[src/iir_pkg.sv]
package iir_pkg;

  localparam int unsigned NUM_INPUTS = 16;
  localparam int unsigned NUM_LINES = 8;
  localparam int unsigned SEL_W = 3;

  // Byte offsets of the word registers, relative to the board base.
  localparam logic [4:0] OFS_GLOBAL_GROUP_CONTROL = 5'h02;
  localparam logic [4:0] OFS_GROUP_IRQ_SELECT = 5'h04;
  localparam logic [4:0] OFS_PER_INPUT_IRQ_GATE = 5'h06;
  localparam logic [4:0] OFS_SINGLE_IRQ_SELECT_0 = 5'h08;
  localparam logic [4:0] OFS_SINGLE_IRQ_SELECT_1 = 5'h0a;
  localparam logic [4:0] OFS_SINGLE_IRQ_SELECT_2 = 5'h0c;
  localparam logic [4:0] OFS_IRQ_ENABLE_LOW = 5'h0e;
  localparam logic [4:0] OFS_IRQ_ENABLE_HIGH = 5'h10;
  localparam logic [4:0] OFS_PER_INPUT_LATCH_RESET = 5'h12;
  localparam logic [4:0] OFS_DIGITAL_IO_PORT = 5'h14;
  localparam logic [4:0] OFS_LATCH_STATUS = 5'h1c;
  localparam logic [4:0] OFS_INPUT_LEVEL = 5'h1e;

  // Field positions.
  localparam int unsigned BIT_LOW_GROUP_LATCH_RESET = 0;
  localparam int unsigned BIT_HIGH_GROUP_LATCH_RESET = 1;
  localparam int unsigned POS_LOW_GROUP_SEL = 0;
  localparam int unsigned BIT_LOW_GROUP_EN = 3;
  localparam int unsigned POS_HIGH_GROUP_SEL = 4;
  localparam int unsigned BIT_HIGH_GROUP_EN = 7;

  // Reset values.
  localparam logic [15:0] RST_WORD = 16'h0000;
  localparam logic [15:0] RST_LATCH_RESET = 16'hffff;
  localparam logic [15:0] RST_GLOBAL = 16'h0000;

  // One host I/O cycle, held for a single clock.
  typedef struct packed {
    logic wr;
    logic rd;
    logic [4:0] addr;
    logic [15:0] wdata;
  } iir_io_req_t;

endpackage

[src/iir_in_sync.sv]
`timescale 1ns/1ns
module iir_in_sync #(
  parameter int unsigned WIDTH = 16
) (
  // Clock and reset
  input wire logic clock,
  input wire logic reset_n,
  // Lines
  input wire logic [WIDTH-1:0] pin_in,
  output logic [WIDTH-1:0] level_out
);

  logic [WIDTH-1:0] stage1_reg;
  logic [WIDTH-1:0] stage2_reg;
  logic [WIDTH-1:0] stage3_reg;

  always_ff @(posedge clock)
  begin
    if (!reset_n)
    begin
      stage1_reg <= '0;
      stage2_reg <= '0;
      stage3_reg <= '0;
    end
    else
    begin
      stage1_reg <= pin_in;
      stage2_reg <= stage1_reg;
      stage3_reg <= stage2_reg;
    end
  end

  // A bit moves only once the second and third stages agree.
  genvar g;
  generate
    for (g = 0; g < WIDTH; g++)
    begin : g_bit
      always_ff @(posedge clock)
      begin
        if (!reset_n)
          level_out[g] <= 1'h0;
        else if (stage2_reg[g] == stage3_reg[g])
          level_out[g] <= stage3_reg[g];
      end
    end
  endgenerate

endmodule

[src/iir_router.sv]
`timescale 1ns/1ns
// Function
// - Eight host interrupt request lines serve as routing targets.
// - Inputs not routed singly may share one group line in shared mode.
// - Each gated input drives the line picked by the three select registers.
// - Rising edge on an enabled input that is gated or in shared mode sets its latch and asserts its line.
// - Each input latch can be cleared alone through the latch reset register.
// - Writing 0 then 1 to global bit 0 or bit 1 clears low or high latches.
// - Sixteen digital inputs and outputs share one register at offset 20.
// - Word write drives the outputs; word read returns the input lines.
// - Each input latch drives requests in normal mode, shared mode or both.
// - Two enable registers switch board interrupt generation on and off.
// - Writing zero to the gate register turns off individual mode for all.
// - Writing 0 then 1 to an input's latch reset bit clears that latch.
// - Gate, group mux and global control registers reset to zero.
module iir_router #(
  parameter int unsigned NUM_INPUTS = iir_pkg::NUM_INPUTS,
  parameter int unsigned NUM_LINES = iir_pkg::NUM_LINES
) (
  // Clock and reset
  input wire logic clock,
  input wire logic reset_n,
  // Host I/O cycle
  input wire iir_pkg::iir_io_req_t io_req,
  output logic [15:0] io_rdata,
  output logic io_rvalid,
  // Isolated inputs
  input wire logic [NUM_INPUTS-1:0] iso_in,
  // Digital port lines
  input wire logic [15:0] dig_in,
  output logic [15:0] dig_out,
  // Host interrupt request lines, open collector
  output logic [NUM_LINES-1:0] irq_o,
  output logic [NUM_LINES-1:0] irq_oe
);

  localparam int unsigned HALF = NUM_INPUTS / 2;

  // Inputs below HALF form the low group and the rest the high group; each group
  // has one shared line, one group clear bit and one enable register of its own.

  ////////////////////////////////////////////////////////////////////////////////
  // Input synchronisers.

  logic [NUM_INPUTS-1:0] iso_level;
  logic [15:0] dig_level;
  logic [NUM_INPUTS-1:0] iso_prev_reg;
  logic [NUM_INPUTS-1:0] iso_rise;

  iir_in_sync #(
    .WIDTH(NUM_INPUTS)
  ) u_iso_sync (
    .clock(clock),
    .reset_n(reset_n),
    .pin_in(iso_in),
    .level_out(iso_level)
  );

  iir_in_sync #(
    .WIDTH(16)
  ) u_dig_sync (
    .clock(clock),
    .reset_n(reset_n),
    .pin_in(dig_in),
    .level_out(dig_level)
  );

  // The previous level resets to the idle low level of the pins, so leaving
  // reset never shows a false rising edge.
  always_ff @(posedge clock)
  begin
    if (!reset_n)
      iso_prev_reg <= '0;
    else
      iso_prev_reg <= iso_level;
  end

  assign iso_rise = iso_level & ~iso_prev_reg;

  ////////////////////////////////////////////////////////////////////////////////
  // Register file.

  logic [15:0] global_group_control_reg;
  logic [15:0] group_irq_select_reg;
  logic [15:0] per_input_irq_gate_reg;
  logic [47:0] single_irq_select_reg;
  logic [15:0] irq_enable_low_reg;
  logic [15:0] irq_enable_high_reg;
  logic [15:0] per_input_latch_reset_reg;

  logic wr_global;
  logic wr_latch_reset;

  assign wr_global = io_req.wr && (io_req.addr == iir_pkg::OFS_GLOBAL_GROUP_CONTROL);
  assign wr_latch_reset = io_req.wr && (io_req.addr == iir_pkg::OFS_PER_INPUT_LATCH_RESET);

  // Every register is a full word; writes to read-only or unused offsets are
  // dropped without any signalling. The latch reset register starts at all
  // ones, so a first write of a one cannot clear a latch on its own.
  always_ff @(posedge clock)
  begin
    if (!reset_n)
    begin
      global_group_control_reg <= iir_pkg::RST_GLOBAL;
      group_irq_select_reg <= iir_pkg::RST_WORD;
      per_input_irq_gate_reg <= iir_pkg::RST_WORD;
      single_irq_select_reg <= '0;
      irq_enable_low_reg <= iir_pkg::RST_WORD;
      irq_enable_high_reg <= iir_pkg::RST_WORD;
      per_input_latch_reset_reg <= iir_pkg::RST_LATCH_RESET;
    end
    else if (io_req.wr)
    begin
      unique case (io_req.addr)
        iir_pkg::OFS_GLOBAL_GROUP_CONTROL:
          global_group_control_reg <= io_req.wdata;
        iir_pkg::OFS_GROUP_IRQ_SELECT:
          group_irq_select_reg <= io_req.wdata;
        iir_pkg::OFS_PER_INPUT_IRQ_GATE:
          per_input_irq_gate_reg <= io_req.wdata;
        iir_pkg::OFS_SINGLE_IRQ_SELECT_0:
          single_irq_select_reg[15:0] <= io_req.wdata;
        iir_pkg::OFS_SINGLE_IRQ_SELECT_1:
          single_irq_select_reg[31:16] <= io_req.wdata;
        iir_pkg::OFS_SINGLE_IRQ_SELECT_2:
          single_irq_select_reg[47:32] <= io_req.wdata;
        iir_pkg::OFS_IRQ_ENABLE_LOW:
          irq_enable_low_reg <= io_req.wdata;
        iir_pkg::OFS_IRQ_ENABLE_HIGH:
          irq_enable_high_reg <= io_req.wdata;
        iir_pkg::OFS_PER_INPUT_LATCH_RESET:
          per_input_latch_reset_reg <= io_req.wdata;
        default:
        begin
        end
      endcase
    end
  end

  ////////////////////////////////////////////////////////////////////////////////
  // Latch clear pulses: a clear fires on a write that moves a bit from 0 to 1.

  logic [NUM_INPUTS-1:0] clear_single;
  logic clear_low;
  logic clear_high;
  logic [NUM_INPUTS-1:0] clear_any;

  assign clear_single = wr_latch_reset
    ? (io_req.wdata[NUM_INPUTS-1:0] & ~per_input_latch_reset_reg[NUM_INPUTS-1:0])
    : '0;
  assign clear_low = wr_global
    && io_req.wdata[iir_pkg::BIT_LOW_GROUP_LATCH_RESET]
    && !global_group_control_reg[iir_pkg::BIT_LOW_GROUP_LATCH_RESET];
  assign clear_high = wr_global
    && io_req.wdata[iir_pkg::BIT_HIGH_GROUP_LATCH_RESET]
    && !global_group_control_reg[iir_pkg::BIT_HIGH_GROUP_LATCH_RESET];
  assign clear_any = clear_single | {{HALF{clear_high}}, {HALF{clear_low}}};

  ////////////////////////////////////////////////////////////////////////////////
  // Event latches and routing.

  logic [2:0] low_group_sel;
  logic [2:0] high_group_sel;
  logic low_group_en;
  logic high_group_en;
  logic [NUM_INPUTS-1:0] input_enable;
  logic [NUM_INPUTS-1:0] armed;
  logic [NUM_INPUTS-1:0] latch_reg;

  // Group select word: bits 2:0 pick the low group line and bit 3 enables it,
  // bits 6:4 pick the high group line and bit 7 enables it.
  assign low_group_sel = group_irq_select_reg[iir_pkg::POS_LOW_GROUP_SEL +: 3];
  assign high_group_sel = group_irq_select_reg[iir_pkg::POS_HIGH_GROUP_SEL +: 3];
  assign low_group_en = group_irq_select_reg[iir_pkg::BIT_LOW_GROUP_EN];
  assign high_group_en = group_irq_select_reg[iir_pkg::BIT_HIGH_GROUP_EN];
  // Bit n of each enable register arms input n of its group. Software that
  // re-enables an input whose latch is still set sees one extra request.
  assign input_enable = {irq_enable_high_reg[HALF-1:0], irq_enable_low_reg[HALF-1:0]};

  logic [NUM_LINES-1:0] line_hit [NUM_INPUTS];

  genvar i;
  generate
    for (i = 0; i < NUM_INPUTS; i++)
    begin : g_input
      logic grp_en;
      logic [2:0] grp_sel;
      logic [2:0] own_sel;

      assign grp_en = (i < HALF) ? low_group_en : high_group_en;
      assign grp_sel = (i < HALF) ? low_group_sel : high_group_sel;
      assign own_sel = single_irq_select_reg[3*i +: 3];
      assign armed[i] = input_enable[i] && (per_input_irq_gate_reg[i] || grp_en);

      // A new edge in the clearing cycle wins, so no event is lost.
      // A set latch ignores the pin falling again and waits for software.
      always_ff @(posedge clock)
      begin
        if (!reset_n)
          latch_reg[i] <= 1'h0;
        else if (iso_rise[i] && armed[i])
          latch_reg[i] <= 1'h1;
        else if (clear_any[i])
          latch_reg[i] <= 1'h0;
      end

      for (genvar k = 0; k < NUM_LINES; k++)
      begin : g_line
        assign line_hit[i][k] = latch_reg[i] && input_enable[i]
          && ((per_input_irq_gate_reg[i] && (own_sel == 3'(k)))
          || (grp_en && (grp_sel == 3'(k))));
      end
    end
  endgenerate

  // Several inputs may share one line and their requests are merged here, so
  // two sources on one line never fight inside the block. Software must still
  // keep the group lines apart from each other and from the single selects.
  logic [NUM_LINES-1:0] line_req;

  always_comb
  begin
    line_req = '0;
    for (int n = 0; n < NUM_INPUTS; n++)
      line_req = line_req | line_hit[n];
  end

  // Only the enable toggles; the driven level stays at the active level.
  // The host side pulls a released line back to its inactive level.
  always_ff @(posedge clock)
  begin
    if (!reset_n)
    begin
      irq_oe <= '0;
      irq_o <= '0;
    end
    else
    begin
      irq_oe <= line_req;
      irq_o <= '1;
    end
  end

  ////////////////////////////////////////////////////////////////////////////////
  // Digital outputs and read port.

  logic wr_dig;

  assign wr_dig = io_req.wr && (io_req.addr == iir_pkg::OFS_DIGITAL_IO_PORT);

  // The output lines load straight from the host write, so a written word
  // shows on the pins right after the write edge.
  always_ff @(posedge clock)
  begin
    if (!reset_n)
      dig_out <= iir_pkg::RST_WORD;
    else if (wr_dig)
      dig_out <= io_req.wdata;
  end

  // Reads of the digital port return the synchronised pin levels, not the
  // last value written; the status words show the latches and input levels.
  logic [15:0] rd_mux;

  always_comb
  begin
    rd_mux = '0;
    unique case (io_req.addr)
      iir_pkg::OFS_GLOBAL_GROUP_CONTROL: rd_mux = global_group_control_reg;
      iir_pkg::OFS_GROUP_IRQ_SELECT: rd_mux = group_irq_select_reg;
      iir_pkg::OFS_PER_INPUT_IRQ_GATE: rd_mux = per_input_irq_gate_reg;
      iir_pkg::OFS_SINGLE_IRQ_SELECT_0: rd_mux = single_irq_select_reg[15:0];
      iir_pkg::OFS_SINGLE_IRQ_SELECT_1: rd_mux = single_irq_select_reg[31:16];
      iir_pkg::OFS_SINGLE_IRQ_SELECT_2: rd_mux = single_irq_select_reg[47:32];
      iir_pkg::OFS_IRQ_ENABLE_LOW: rd_mux = irq_enable_low_reg;
      iir_pkg::OFS_IRQ_ENABLE_HIGH: rd_mux = irq_enable_high_reg;
      iir_pkg::OFS_PER_INPUT_LATCH_RESET: rd_mux = per_input_latch_reset_reg;
      iir_pkg::OFS_DIGITAL_IO_PORT: rd_mux = dig_level;
      iir_pkg::OFS_LATCH_STATUS: rd_mux = 16'(latch_reg);
      iir_pkg::OFS_INPUT_LEVEL: rd_mux = 16'(iso_level);
      default: rd_mux = '0;
    endcase
  end

  // Read data stands for one cycle with its valid flag and is zero otherwise.
  always_ff @(posedge clock)
  begin
    if (!reset_n)
    begin
      io_rdata <= '0;
      io_rvalid <= 1'h0;
    end
    else
    begin
      io_rdata <= io_req.rd ? rd_mux : 16'h0000;
      io_rvalid <= io_req.rd;
    end
  end

endmodule

[config.mk]
export PLATFORM = sky130hd
export DESIGN_NAME = iir_router
export DESIGN_NICKNAME = d
export VERILOG_FILES = /design/src/iir_pkg.sv /design/src/iir_in_sync.sv /design/src/iir_router.sv
export SDC_FILE = /design/constraint.sdc
export NUM_CORES = 1
export LEC_CHECK = 0
export ABC_AREA = 1
export BUFFER_PORTS_ARGS = -buffer_cell sky130_fd_sc_hd__buf_2
export CORE_MARGIN = 4
export CORE_UTILIZATION = 35
export CTS_BUF_LIST = sky130_fd_sc_hd__clkbuf_8
export DETAILED_ROUTE_END_ITERATION = 10
export GPL_TIMING_DRIVEN = 1
export SLEW_MARGIN = 10
export SYNTH_ARGS = -nofsm -noshare
export SYNTH_HDL_FRONTEND = slang
export SYNTH_SLANG_ARGS = --single-unit
export TNS_END_PERCENT = 30
[constraint.sdc]
create_clock -name clock -period 1.2 [get_ports clock]
set_input_delay 0.18 -clock clock [delete_from_list [all_inputs] [get_ports clock]]
set_output_delay 0.18 -clock clock [all_outputs]
set_load 0.01 [all_outputs]
---- Word level (Yosys, flattened, before mapping) ----
Cells that the tools add are included.
word-level totals
  output and inout bits ................... 49
  input port bits ......................... 57
  word-level logic and storage cells ...... 811
  register bits ........................... 353
operators by class
  bitwise gates (word level) .............. 20
  reduce and logical (&&, ||, !) cells .... 517
  equality and inequality tests ........... 170
  muxes and demuxes ....................... 35
operators by type and width
  kind                                                  number
  logical AND 1 bit                                     327
  equality test 3 bit (second input constant)           72
  one-hot mux 16 bit (12 select lines)                  1
  logical OR 1 bit                                      144
  OR 8 bit                                              15
  equality test 3 x 2 -> 1 bit (second input constant)  36
  equality test 3 x 1 -> 1 bit (second input constant)  18
  zero test 3 bit                                       18
  bitwise AND 16 bit                                    2
  equality test 1 bit                                   32
  two-way mux 1 bit                                     32
  NOT 16 bit                                            2
  nonzero test 2 bit                                    16
  equality test 5 bit (second input constant)           5
  equality test 5 x 4 -> 1 bit (second input constant)  4
  AND reduction 2 bit                                   10
  two-way mux 16 bit                                    1
  OR 16 bit                                             1
  equality test 5 x 3 -> 1 bit (second input constant)  2
  two-way mux 8 bit                                     1
  equality test 5 x 2 -> 1 bit (second input constant)  1
  zero test 1 bit                                       2

---- Longest topological paths before layout ----
Gate-level depths: netlist of the first run.
  depth after elaboration ................. 19
  gate-level depth with buffers ........... 11

---- By module ----
Synthesis of the first run repeated with hierarchy kept, for this count alone.
unflattened totals
  cell total of the unflattened synthesis .. 2,339
  area, all modules ....................... 15,678.8 sq um
by module, submodules not included
  module       area each (sq um)  cells each  times used
  iir_router   11,644.9           1,909       1
  iir_in_sync  2,016.9            215         2

---- Least setup slack after synthesis of the first run ----
Ideal clock, no wire load.
  path type ............................... flip-flop to flip-flop
  from .................................... reg group_irq_select_reg[7]
  to ...................................... reg irq_oe[4]
  arrival time ............................ 1.173 ns
  stages on the path, launching flop included .. 12
  clock period less this slack ............ 1.300 ns
  path slack .............................. -0.100 ns
  path buffers ............................ 1
  cells stage by stage .................... dfxtp_1 buf_2 nand2_1 inv_1 nand2_1 o21ai_0 nand2_1 nand2_1 nor2_1 nand2_1 nor2_1 nor2_1
between the ends
  cells in the longest elaborated chain, start to end .. 11
  elaborated cells between the ends (all ways) .. 25
  classes of those cells .................. bitwise: 8; reduce/logical: 17
ends and longest elaborated chain
  what                    line               text
  from (decl)             iir_router.sv:84   logic [15:0] group_irq_select_reg;
  from (signal assigned)  iir_router.sv:105  group_irq_select_reg <= iir_pkg::RST_WORD;
  from (signal assigned)  iir_router.sv:118  group_irq_select_reg <= io_req.wdata;
  logical AND 1 bit (*)   iir_router.sv:211  || (grp_en && (grp_sel == 3'(k))));
  logical OR 1 bit        iir_router.sv:211
  logical AND 1 bit       iir_router.sv:210  && ((per_input_irq_gate_reg[i] && (own_sel == 3'(k)))
  OR 8 bit (7 in a row)   iir_router.sv:225  line_req = line_req | line_hit[n];
  OR 8 bit (*)            iir_router.sv:225
  to (signal assigned)    iir_router.sv:239  irq_oe <= line_req;
  to (decl)               iir_router.sv:34   output logic [NUM_LINES-1:0] irq_oe
Mark *: on every way between the ends. The rest lies on a longest branch, timed or not.
A chain may end at the register's enable or synchronous reset.

---- Worst setup path after layout of the first run ----
  from .................................... reg group_irq_select_reg[7]
  to ...................................... reg irq_oe[1]
Same word-level chain as after synthesis.

==> qor.yml, run 1 <==
run_status:
  status: "finished with violations"
  violations: "negative setup slack"
finish:
  regArea_sq_mm: 0.00702
  area_growth_pct: 36.9
  fillers: 4362
  antenna_cells_inserted: 0
  largest_register_ff_count: 48
  final_layout_size_suffix_gt1_share_pct: 22.7
  nets: 2799
  multi_input_area_sq_mm: 0.00717
route:
  wire_per_inst_um: 17.3
  routed-via-count: 16400
  drtIter0Drc: 1260
  drt_wl_total_um: 58100
  drc: 0
  drt_first_pass_iters: 5
  vias_per_cell: 4.87
  ant_nets: 0
setup_path:
  critPathKind: "flop to flop"
  cp-end-kind: "flop"
  r2r-start: "group_irq_select_reg[7]$_SDFFE_PN0P_"
  crit_start: "group_irq_select_reg[7]$_SDFFE_PN0P_"
  worstPathRequired_ns: 1.71
  critPathArrivalTime_ns: 1.96
  worst_setup_path_start_kind: "flop"
  cp_max_fo: 8
yosys:
  synthTopCellsByArea: "dfxtp_1 45%, nand2_1 18%, o21ai_0 8.1%"
  synth_top_area_share_pct: 44.9
  synthCells: 2355
  synth_warnings: 0
  synth-seq-cells: 346
  syn_area_per_cell_sq_um: 6.55
  yosysTopAreaCell: "dfxtp_1"
  synth_area_sq_mm: 0.0154
  yosysSeqAreaShare_pct: 44.9
  ys_types: 22
  synthesis.nets: 2412
placed_design:
  portBuffers: 105
  gp_congestion: 1.03
  dpl.hpwl_um: 43000
floorplan:
  core_area_sq_mm: 0.0433
  start_util_pct: 35.6
  die-area_sq_mm: 0.0475
  io_pins: 106
  fp.dieH_um: 218
  die_w_um: 218
  rows: 76
pwr:
  ir_worst_vdd_mv: 1.03
  power_density_mw_per_mm2: 1110
  power_mw: 23.4
  leakage_nw: 10.7
cts:
  numCtsBuffers: 58
  insertion_delay_ns: 0.66
  clock_sinks: 346
  cts_tree: "built"
  cts_root_buffer: "clkbuf_8"
  clkTransAtPathRegs_ns: 0.06
  cts_max_path_buffers: 3
  h-tree-depth: 2
timing:
  fin_crit_ns: 1.45
  setup_viol: 59
  fin_ws_ns: -0.252
  finalHoldViolations: 0
  fin_skew_ns: 0.0409
  slew_headroom_pct: 63.2
  fin_tns_setup_ns: -5.43
  rsz0062_at_grt: "yes"
  fmax_mhz: 689
  post-route-period-util_pct: 121
  worstMarginPinSlew_ns: 0.551
  drv_slew: 0
global_routing:
  grt_first_pass_wirelength_um: 88700
  antenna_found_initial: 1
  grt.overflow.total: 0
  grt_usage_pct: 23.9
  grt_pass1_vias: 15700
  grt_max_degree: 39
min_path:
  worst_hold_startpoint: "io_req[22]"
  hold_class: "input port to flop"
run:
  cap_violations: 0
power breakdown:
group / internal (mW) / leakage [nW] / switching (mW)
Clock: 5.30 / 0.640 / 4.83
Combinational: 0.626 / 7.26 / 0.878
Sequential: 11.7 / 2.84 / 0.113
synthesized netlist by cell type, drive strengths merged:
master,count
clkinv,1
nor3,8
o22ai,1
nand3,86
nand2,740
o211ai,24
clkbuf,77
nand4,10
buf,32
o21bai,16
nor2,241
dfxtp,346
o21ai,267
a21oi,177
inv,329
layout by cell type, fill, tap and decap left out, drive strengths merged:
master         n
nand4         10
clkinv         6
a21oi        177
clkinvlp       3
nand3         86
dlygate4sd3   49
o211ai        24
nor3           8
clkbuf        71
nor2         241
o22ai          1
inv          349
dfxtp        346
buf          387
nand2        740
o21ai        267
o21bai        16
layer usage:
metal,vias to the layer above,GRT usage (%),part of all wire (%)
li1,8110,-,-
met1,7589,31.8,44
met2,569,40.2,47
met3,114,3.71,6.7
met4,2,6.95,2.7
met5,-,0,0.034
metrics by stage:
| stage | setup WS [ns] | cell area, sq um | instances | hold slack [ns] | util, % |
|---|---|---|---|---|---|
| after floorplan | -0.0172 | 15500 | 2355 | 0.208 | - |
| after global placement | -0.463 | 18700 | 3210 | 0.362 | 43.3 |
| after detailed placement | -0.488 | 18700 | 3210 | 0.363 | 43.3 |
| after CTS | -0.247 | 20800 | 3360 | 0.00760 | 48.0 |
| after global routing | -0.324 | 21100 | 3366 | 0.0370 | 48.8 |
| final | -0.252 | 21100 | 3366 | 0.0510 | 48.8 |
path summary, 6_finish.rpt:
path         slack [ns]                              endpoint  cells after the start
min                0.05  group_irq_select_reg[2]$_SDFFE_PN0P_                      4
min reg2reg        0.40   u_iso_sync.stage2_reg[2]$_SDFF_PN0_                      2
max reg2reg       -0.25                  irq_oe[1]$_SDFF_PN0_                     13
max               -0.25                  irq_oe[1]$_SDFF_PN0_                     13
final cells by class:
type | count | share of cell area [%]
inverters | 330 | 5.93
flip-flops and latches | 346 | 33.2
repair buffers | 436 | 18.2
well taps | 585 | 3.47
multi-input cells | 1570 | 34.0
clock buffers | 71 | 4.63
clock inverters | 28 | 0.634
cells by family (layout without fill, tap and decap cells):
family	count (synthesis)	count (layout)	share of synthesized area [%]
AO/OA/AOI/OAI	485	485	16.4
AND/OR/NAND/NOR	1085	1085	27.6
flip-flops	346	346	44.9
buffers and inverters	439	865	11.1
critical path: stages, from the launching register on:
cell and delay, ns:
dfxtp_2 0.33, inv_2 0.07, nor2_4 0.05, buf_6 0.12, nand2_2 0.05, buf_6 0.14
buf_6 0.10, nand2_2 0.03, nand2_1 0.04, nand2_1 0.06, nor2_1 0.11, nand2_1 0.05
nor2_1 0.09, nor2_1 0.05
timing repair:
item / 4_1_cts / 5_1_grt
hold endpoints to repair: 122 / 0
setup endpoints to repair: 64 / 71
pin swaps: 30 / 39
hold buffers: 49 / 0
gates resized for setup: 140 / 107
buffers inserted: 2 / 6
Power figures use the tool's default switching activity.
==> run 2: changes to the inputs <==
==> constraint.sdc (replaced) <==
create_clock -name clock -period 1.5 [get_ports clock]
set_input_delay 0.225 -clock clock [delete_from_list [all_inputs] [get_ports clock]]
set_output_delay 0.225 -clock clock [all_outputs]
set_load 0.01 [all_outputs]
==> qor.yml, run 2 (synthesis results as in run 1) <==
timing:
  fin_ws_ns: 0.0158  # was -0.252 ns
  finalHoldViolations: 0  # unchanged
  fin_tns_setup_ns: 0  # was -5.43 ns
  drv_slew: 0  # unchanged
  rsz0062_at_grt: "yes"  # unchanged
  post-route-period-util_pct: 98.9  # was 121%
  setup_viol: 0  # was 59
  slew_headroom_pct: 68.2  # was 63.2%
  hold_slack_ns: 0.0535  # was 0.0510 ns
  fin_skew_ns: 0.0311  # was 0.0409 ns
  fin_crit_ns: 1.48  # was 1.45 ns
  worstMarginPinSlew_ns: 0.471  # was 0.551 ns
  fmax_mhz: 674  # was 689 MHz
setup_path:
  worst_setup_path_start_kind: "flop"  # unchanged
  critPathKind: "flop to flop"  # unchanged
  cp-end-kind: "flop"  # unchanged
  worstPathRequired_ns: 2.07  # was 1.71 ns
  critPathArrivalTime_ns: 2.05  # was 1.96 ns
  cp_max_fo: 5  # was 8
global_routing:
  grt_max_degree: 65  # was 39
  grt.overflow.total: 0  # unchanged
  grt_usage_pct: 22.9  # was 23.9%
  grt_first_pass_wirelength_um: 85700  # was 88700 um
  grt_pass1_vias: 15100  # was 15700
  antenna_found_initial: 1  # unchanged
route:
  drtIter0Drc: 1266  # was 1260
  wire_per_inst_um: 17.1  # was 17.3 um
  vias_per_cell: 4.87  # about the same
  routed-via-count: 15700  # was 16400
  drt_first_pass_iters: 5  # unchanged
  drc: 0  # unchanged
  drt_wl_total_um: 55200  # was 58100 um
  ant_nets: 0  # unchanged
cts:
  cts_setup_buffers: 0  # was 2
  numCtsBuffers: 59  # was 58
  cts_max_path_buffers: 3  # unchanged
  h-tree-depth: 2  # unchanged
  clkTransAtPathRegs_ns: 0.06  # about the same
  insertion_delay_ns: 0.66  # about the same
  clock_sinks: 346  # unchanged
  cts_root_buffer: "clkbuf_8"  # unchanged
  cts_tree: "built"  # unchanged
finish:
  final_layout_size_suffix_gt1_share_pct: 15.5  # was 22.7%
  nets: 2656  # was 2799
  antenna_cells_inserted: 0  # unchanged
  final_common_cell: "nand2_1"  # unchanged
  multi_input_area_sq_mm: 0.00690  # was 0.00717 sq mm
  largest_register_ff_count: 48  # unchanged
  finish.utilization_pct: 44.8  # was 48.8%
  area_growth_pct: 25.7  # was 36.9%
  regArea_sq_mm: 0.00695  # was 0.00702 sq mm
  layout_common_cells: "724 x nand2_1, 337 x inv_1, 329 x dfxtp_1"  # was 692 x nand2_1, 334 x inv_1, 292 x dfxtp_1
  fillers: 4532  # was 4362
run_status:
  status: "completed"  # was finished with violations
placed_design:
  portBuffers: 105  # unchanged
  post-place-ws_ns: -0.206  # was -0.488 ns
  gp_congestion: 0.981  # was 1.03
  dpl.hpwl_um: 41300  # was 43000 um
pwr:
  ir_worst_vdd_mv: 1.02  # was 1.03 mV
  leakage_nw: 9.96  # was 10.7 nW
  power_density_mw_per_mm2: 975  # was 1110 mW/mm^2
min_path:
  hold_class: "input port to flop"  # unchanged
floorplan:
  start_util_pct: 35.6  # unchanged
  die_w_um: 218  # unchanged
  core_area_sq_mm: 0.0433  # unchanged
  die-area_sq_mm: 0.0475  # unchanged
  rows: 76  # unchanged
  fp.dieH_um: 218  # unchanged
  io_pins: 106  # unchanged
run:
  cap_violations: 0  # unchanged
==> run 2: cell count changes in the layout (fill, tap and decap cells not counted), moves of 7 or more <==
cell / change
nand2_2: -25
dfxtp_1: +37
o21ai_0: +24
o21ai_2: -12
nand2_1: +32
o21ai_1: -12
buf_4: -123
buf_12: -8
buf_2: +38
dfxtp_2: -30
nand2_8: -9
dfxtp_4: -7
buf_6: -46
==> run 2: cell type report <==
| type | instances | share of cell area, % |
|---|---|---|
| clock buffers | 74 | 5.26 |
| multi-input cells | 1570 | 35.6 |
| well taps | 585 | 3.78 |
| repair buffers | 292 | 12.2 |
| flip-flops and latches | 346 | 35.9 |
| clock inverters | 33 | 0.923 |
| inverters | 330 | 6.39 |
==> run 2: worst paths after layout <==
kind | startpoint | endpoint | slack [ns] | depth (start not counted)
setup / recovery | single_irq_select_reg[9]$_SDFFE_PN0P_ | irq_oe[5]$_SDFF_PN0_ | 0.02 | 10
setup reg to reg | single_irq_select_reg[9]$_SDFFE_PN0P_ | irq_oe[5]$_SDFF_PN0_ | 0.02 | 10
hold reg to reg | u_iso_sync.stage1_reg[1]$_SDFF_PN0_ | u_iso_sync.stage2_reg[1]$_SDFF_PN0_ | 0.41 | 2
hold / removal | io_req[5] | per_input_latch_reset_reg[5]$_SDFFE_PN1P_ | 0.05 | 3
==> run 2: layer usage <==
layer,track usage (%),vias to the layer above,part of all wire [%],wire length [um]
met2,37.8,552,46,25600
met1,30.9,7270,44,24300
li1,-,7821,-,-
met3,3.26,96,6.3,3500
met5,0,-,0.013,7
met4,7.67,2,3.2,1760
==> run 2: timing repair <==
item                                    CTS  global route
endpoints found under the setup margin    8            16
pin swaps                                 0             7
hold buffers                             46             0
endpoints found under the hold margin    70             0
gates resized for setup                   9            63
==> run 2: report_power, final <==
| part | total, mW | switching [mW] | internal [mW] |
|---|---|---|---|
| registers | 9.45 | 0.0897 | 9.36 |
| logic | 1.03 | 0.652 | 0.378 |
| clock network | 8.42 | 3.94 | 4.48 |
==> run 2: worst max-delay path, cell delays in order, from the launching register on <==
cell and delay, ns:
dfxtp_1 0.47, inv_1 0.13, nor2_1 0.28, nand2_1 0.09
nand2_1 0.08, nand2_1 0.05, nand2_1 0.08, nor2_1 0.04
nand2_1 0.05, nor2_1 0.04, nor2_1 0.09
==> run 2: through the flow <==
| step | total power, mW | instance area [sq um] | std cells |
|---|---|---|---|
| after floorplan | 10.1 | 15400 | 2355 |
| after global placement | 10.6 | 17600 | 3077 |
| after detailed placement | 10.6 | 17600 | 3077 |
| after CTS | 19.1 | 19200 | 3230 |
| after global routing | 19.6 | 19400 | 3230 |
| final | 18.9 | 19400 | 3230 |
==> run 3: changes to the inputs <==
--- a/config.mk
+++ b/config.mk
@@ -8,10 +8,11 @@
 export ABC_AREA = 1
 export BUFFER_PORTS_ARGS = -buffer_cell sky130_fd_sc_hd__buf_2
 export CORE_MARGIN = 4
-export CORE_UTILIZATION = 35
+export CORE_UTILIZATION = 60
 export CTS_BUF_LIST = sky130_fd_sc_hd__clkbuf_8
 export DETAILED_ROUTE_END_ITERATION = 10
 export GPL_TIMING_DRIVEN = 1
+export PLACE_DENSITY = 0.79
 export SLEW_MARGIN = 10
 export SYNTH_ARGS = -nofsm -noshare
 export SYNTH_HDL_FRONTEND = slang
==> qor.yml, run 3 (synthesis results as in run 1) <==
timing:
  setup_viol: 0  # unchanged
  drv_slew: 0  # unchanged
  fin_crit_ns: 1.42  # was 1.48 ns
  slew_headroom_pct: 58.9  # was 68.2%
  post-route-period-util_pct: 94.8  # was 98.9%
  hold_slack_ns: 0.0456  # was 0.0535 ns
  rsz0062_at_grt: "yes"  # unchanged
  fin_skew_ns: 0.0321  # was 0.0311 ns
  worstMarginPinSlew_ns: 0.612  # was 0.471 ns
  fmax_mhz: 703  # was 674 MHz
  finalHoldViolations: 0  # unchanged
floorplan:
  die_w_um: 168  # was 218 um
  rows: 58  # was 76
  io_pins: 106  # unchanged
  fp.dieH_um: 168  # was 218 um
  die-area_sq_mm: 0.0283  # was 0.0475 sq mm
  start_util_pct: 61.1  # was 35.6%
  core_area_sq_mm: 0.0253  # was 0.0433 sq mm
placed_design:
  dpl.hpwl_um: 39100  # was 41300 um
  gp_congestion: 0.990  # was 0.981
  portBuffers: 105  # unchanged
global_routing:
  antenna_found_initial: 2  # was 1
  top_usage_layer: "met2"  # unchanged
  grt_pass1_vias: 16100  # was 15100
  met2_usage_pct: 65.0  # was 37.8%
  grt_first_pass_wirelength_um: 89700  # was 85700 um
  grtUsageMet3_pct: 6.48  # was 3.26%
  grtUsageMet1_pct: 51.8  # was 30.9%
  grt.overflow.total: 0  # unchanged
  grt_usage_pct: 40.1  # was 22.9%
  grt_max_degree: 70  # was 65
cts:
  numCtsBuffers: 55  # was 59
  cts_tree: "built"  # unchanged
  clkTransAtPathRegs_ns: 0.06  # about the same
  insertion_delay_ns: 0.62  # was 0.66 ns
  cts_root_buffer: "clkbuf_8"  # unchanged
  h-tree-depth: 2  # unchanged
  clock_sinks: 346  # unchanged
  cts_max_path_buffers: 3  # unchanged
  cts_setup_buffers: 0  # unchanged
finish:
  largest_register_ff_count: 48  # unchanged
  layout_common_cells: "729 x nand2_1, 341 x inv_1, 338 x dfxtp_1"  # was 724 x nand2_1, 337 x inv_1, 329 x dfxtp_1
  antenna_cells_inserted: 0  # unchanged
  final_common_cell: "nand2_1"  # unchanged
  final_layout_size_suffix_gt1_share_pct: 13.9  # was 15.5%
  nets: 2632  # was 2656
  area_growth_pct: 21.2  # was 25.7%
route:
  routed-via-count: 16700  # was 15700
  drc: 0  # unchanged
  drtIter0Drc: 2433  # was 1266
  drt_first_pass_iters: 10  # was 5
  vias_per_cell: 5.67  # was 4.87
  ant_nets: 0  # unchanged
  drt_wl_total_um: 58000  # was 55200 um
  wire_per_inst_um: 19.7  # was 17.1 um
setup_path:
  worstRegToRegCells: 11  # was 10
  cp-end-kind: "flop"  # unchanged
  path_delay_family: "simple AND/OR/NAND/NOR gates"  # unchanged
  critPathArrivalTime_ns: 1.93  # was 2.05 ns
  cp_max_fo: 7  # was 5
  cp_common_cell: "nand2_1"  # unchanged
  max_stage_delay_ns: 0.34  # was 0.47 ns
  worst_path_max_delay_cell: "dfxtp_2"  # was dfxtp_1
  path_buf_inv: 2  # was 1
  critPathKind: "flop to flop"  # unchanged
  worst_setup_path_start_kind: "flop"  # unchanged
  critical_path_depth: 11  # was 10
  worstPathRequired_ns: 2.01  # was 2.07 ns
  path_cells: "inv_1 -> nor2_1 -> nand2_1 -> buf_4 -> nand2_1 -> nand2_1 -> nand2_1 -> nor2_1 -> nand2_1 -> nor2_1 -> nor2_1"  # was inv_1 -> nor2_1 -> nand2_1 -> nand2_1 -> nand2_1 -> nand2_1 -> nor2_1 -> nand2_1 -> nor2_1 -> nor2_1
pwr:
  leakage_nw: 9.79  # was 9.96 nW
  power_mw: 18.5  # was 18.9 mW
  power_density_mw_per_mm2: 989  # was 975 mW/mm^2
  ir_worst_vdd_mv: 1.22  # was 1.02 mV
min_path:
  min_path_cells: 3  # unchanged
  hold_class: "input port to flop"  # unchanged
run_status:
  status: "completed"  # unchanged
run:
  cap_violations: 0  # unchanged
[run 3: worst paths after layout]
path | startpoint | endpoint | slack [ns]
max | group_irq_select_reg[4]$_SDFFE_PN0P_ | irq_oe[1]$_SDFF_PN0_ | 0.08
min reg2reg | u_iso_sync.stage1_reg[2]$_SDFF_PN0_ | u_iso_sync.stage2_reg[2]$_SDFF_PN0_ | 0.42
max reg2reg | group_irq_select_reg[4]$_SDFFE_PN0P_ | irq_oe[1]$_SDFF_PN0_ | 0.08
min | io_req[9] | per_input_latch_reset_reg[9]$_SDFFE_PN1P_ | 0.05
[run 3: metal layers]
metal  wire length, um  up-vias  part of all wire (%)
met4              3420        0                   5.9
met3              6180      240                    11
li1                  -     7774                     -
met2             26400     1112                    46
met5                 0        -                     0
met1             22000     7574                    38
[run 3: what timing repair did]
action                     CTS  global route
pin swaps                    0             1
setup endpoints to repair    3            16
hold endpoints to repair    34             0
resized for setup            2            31
hold buffers                34             0
cloned                       0             0
[run 3: area by class of cell]
| type | count | area [sq um] |
|---|---|---|
| Sequential cell | 346 | 6940 |
| Multi-Input combinational cell | 1570 | 6840 |
| Tap cell | 330 | 413 |
| Clock buffer | 67 | 922 |
| Clock inverter | 31 | 161 |
| Inverter | 330 | 1240 |
| Fill cell | 1901 | 6570 |
| Timing Repair Buffer | 272 | 2170 |
[run 3: worst min-delay path: stages]
cell and delay, ns:
buf_2 0.20, nand2_1 0.10, o211ai_1 0.07
[run 3: stage by stage]
step / utilization, % / TNS [ns] / cells / instance area (sq um) / setup WS (ns)
global route: 74.0 / -0.120 / 2946 / 18700 / -0.0290
detailed placement: 68.1 / -5.06 / 2814 / 17200 / -0.242
finish: 74.0 / 0 / 2946 / 18700 / 0.0780
CTS: 73.7 / 0 / 2946 / 18600 / 0.0329
floorplan: - / 0 / 2355 / 15400 / 0.189
global placement: 68.1 / -2.90 / 2814 / 17200 / -0.183
[run 3: where the power goes]
part           leakage (nW)  total [mW]  internal (mW)  switching (mW)
combinational          6.35        1.06          0.367           0.692
sequential             2.81        9.47           9.36           0.110
clock                 0.630        7.96           4.06            3.90
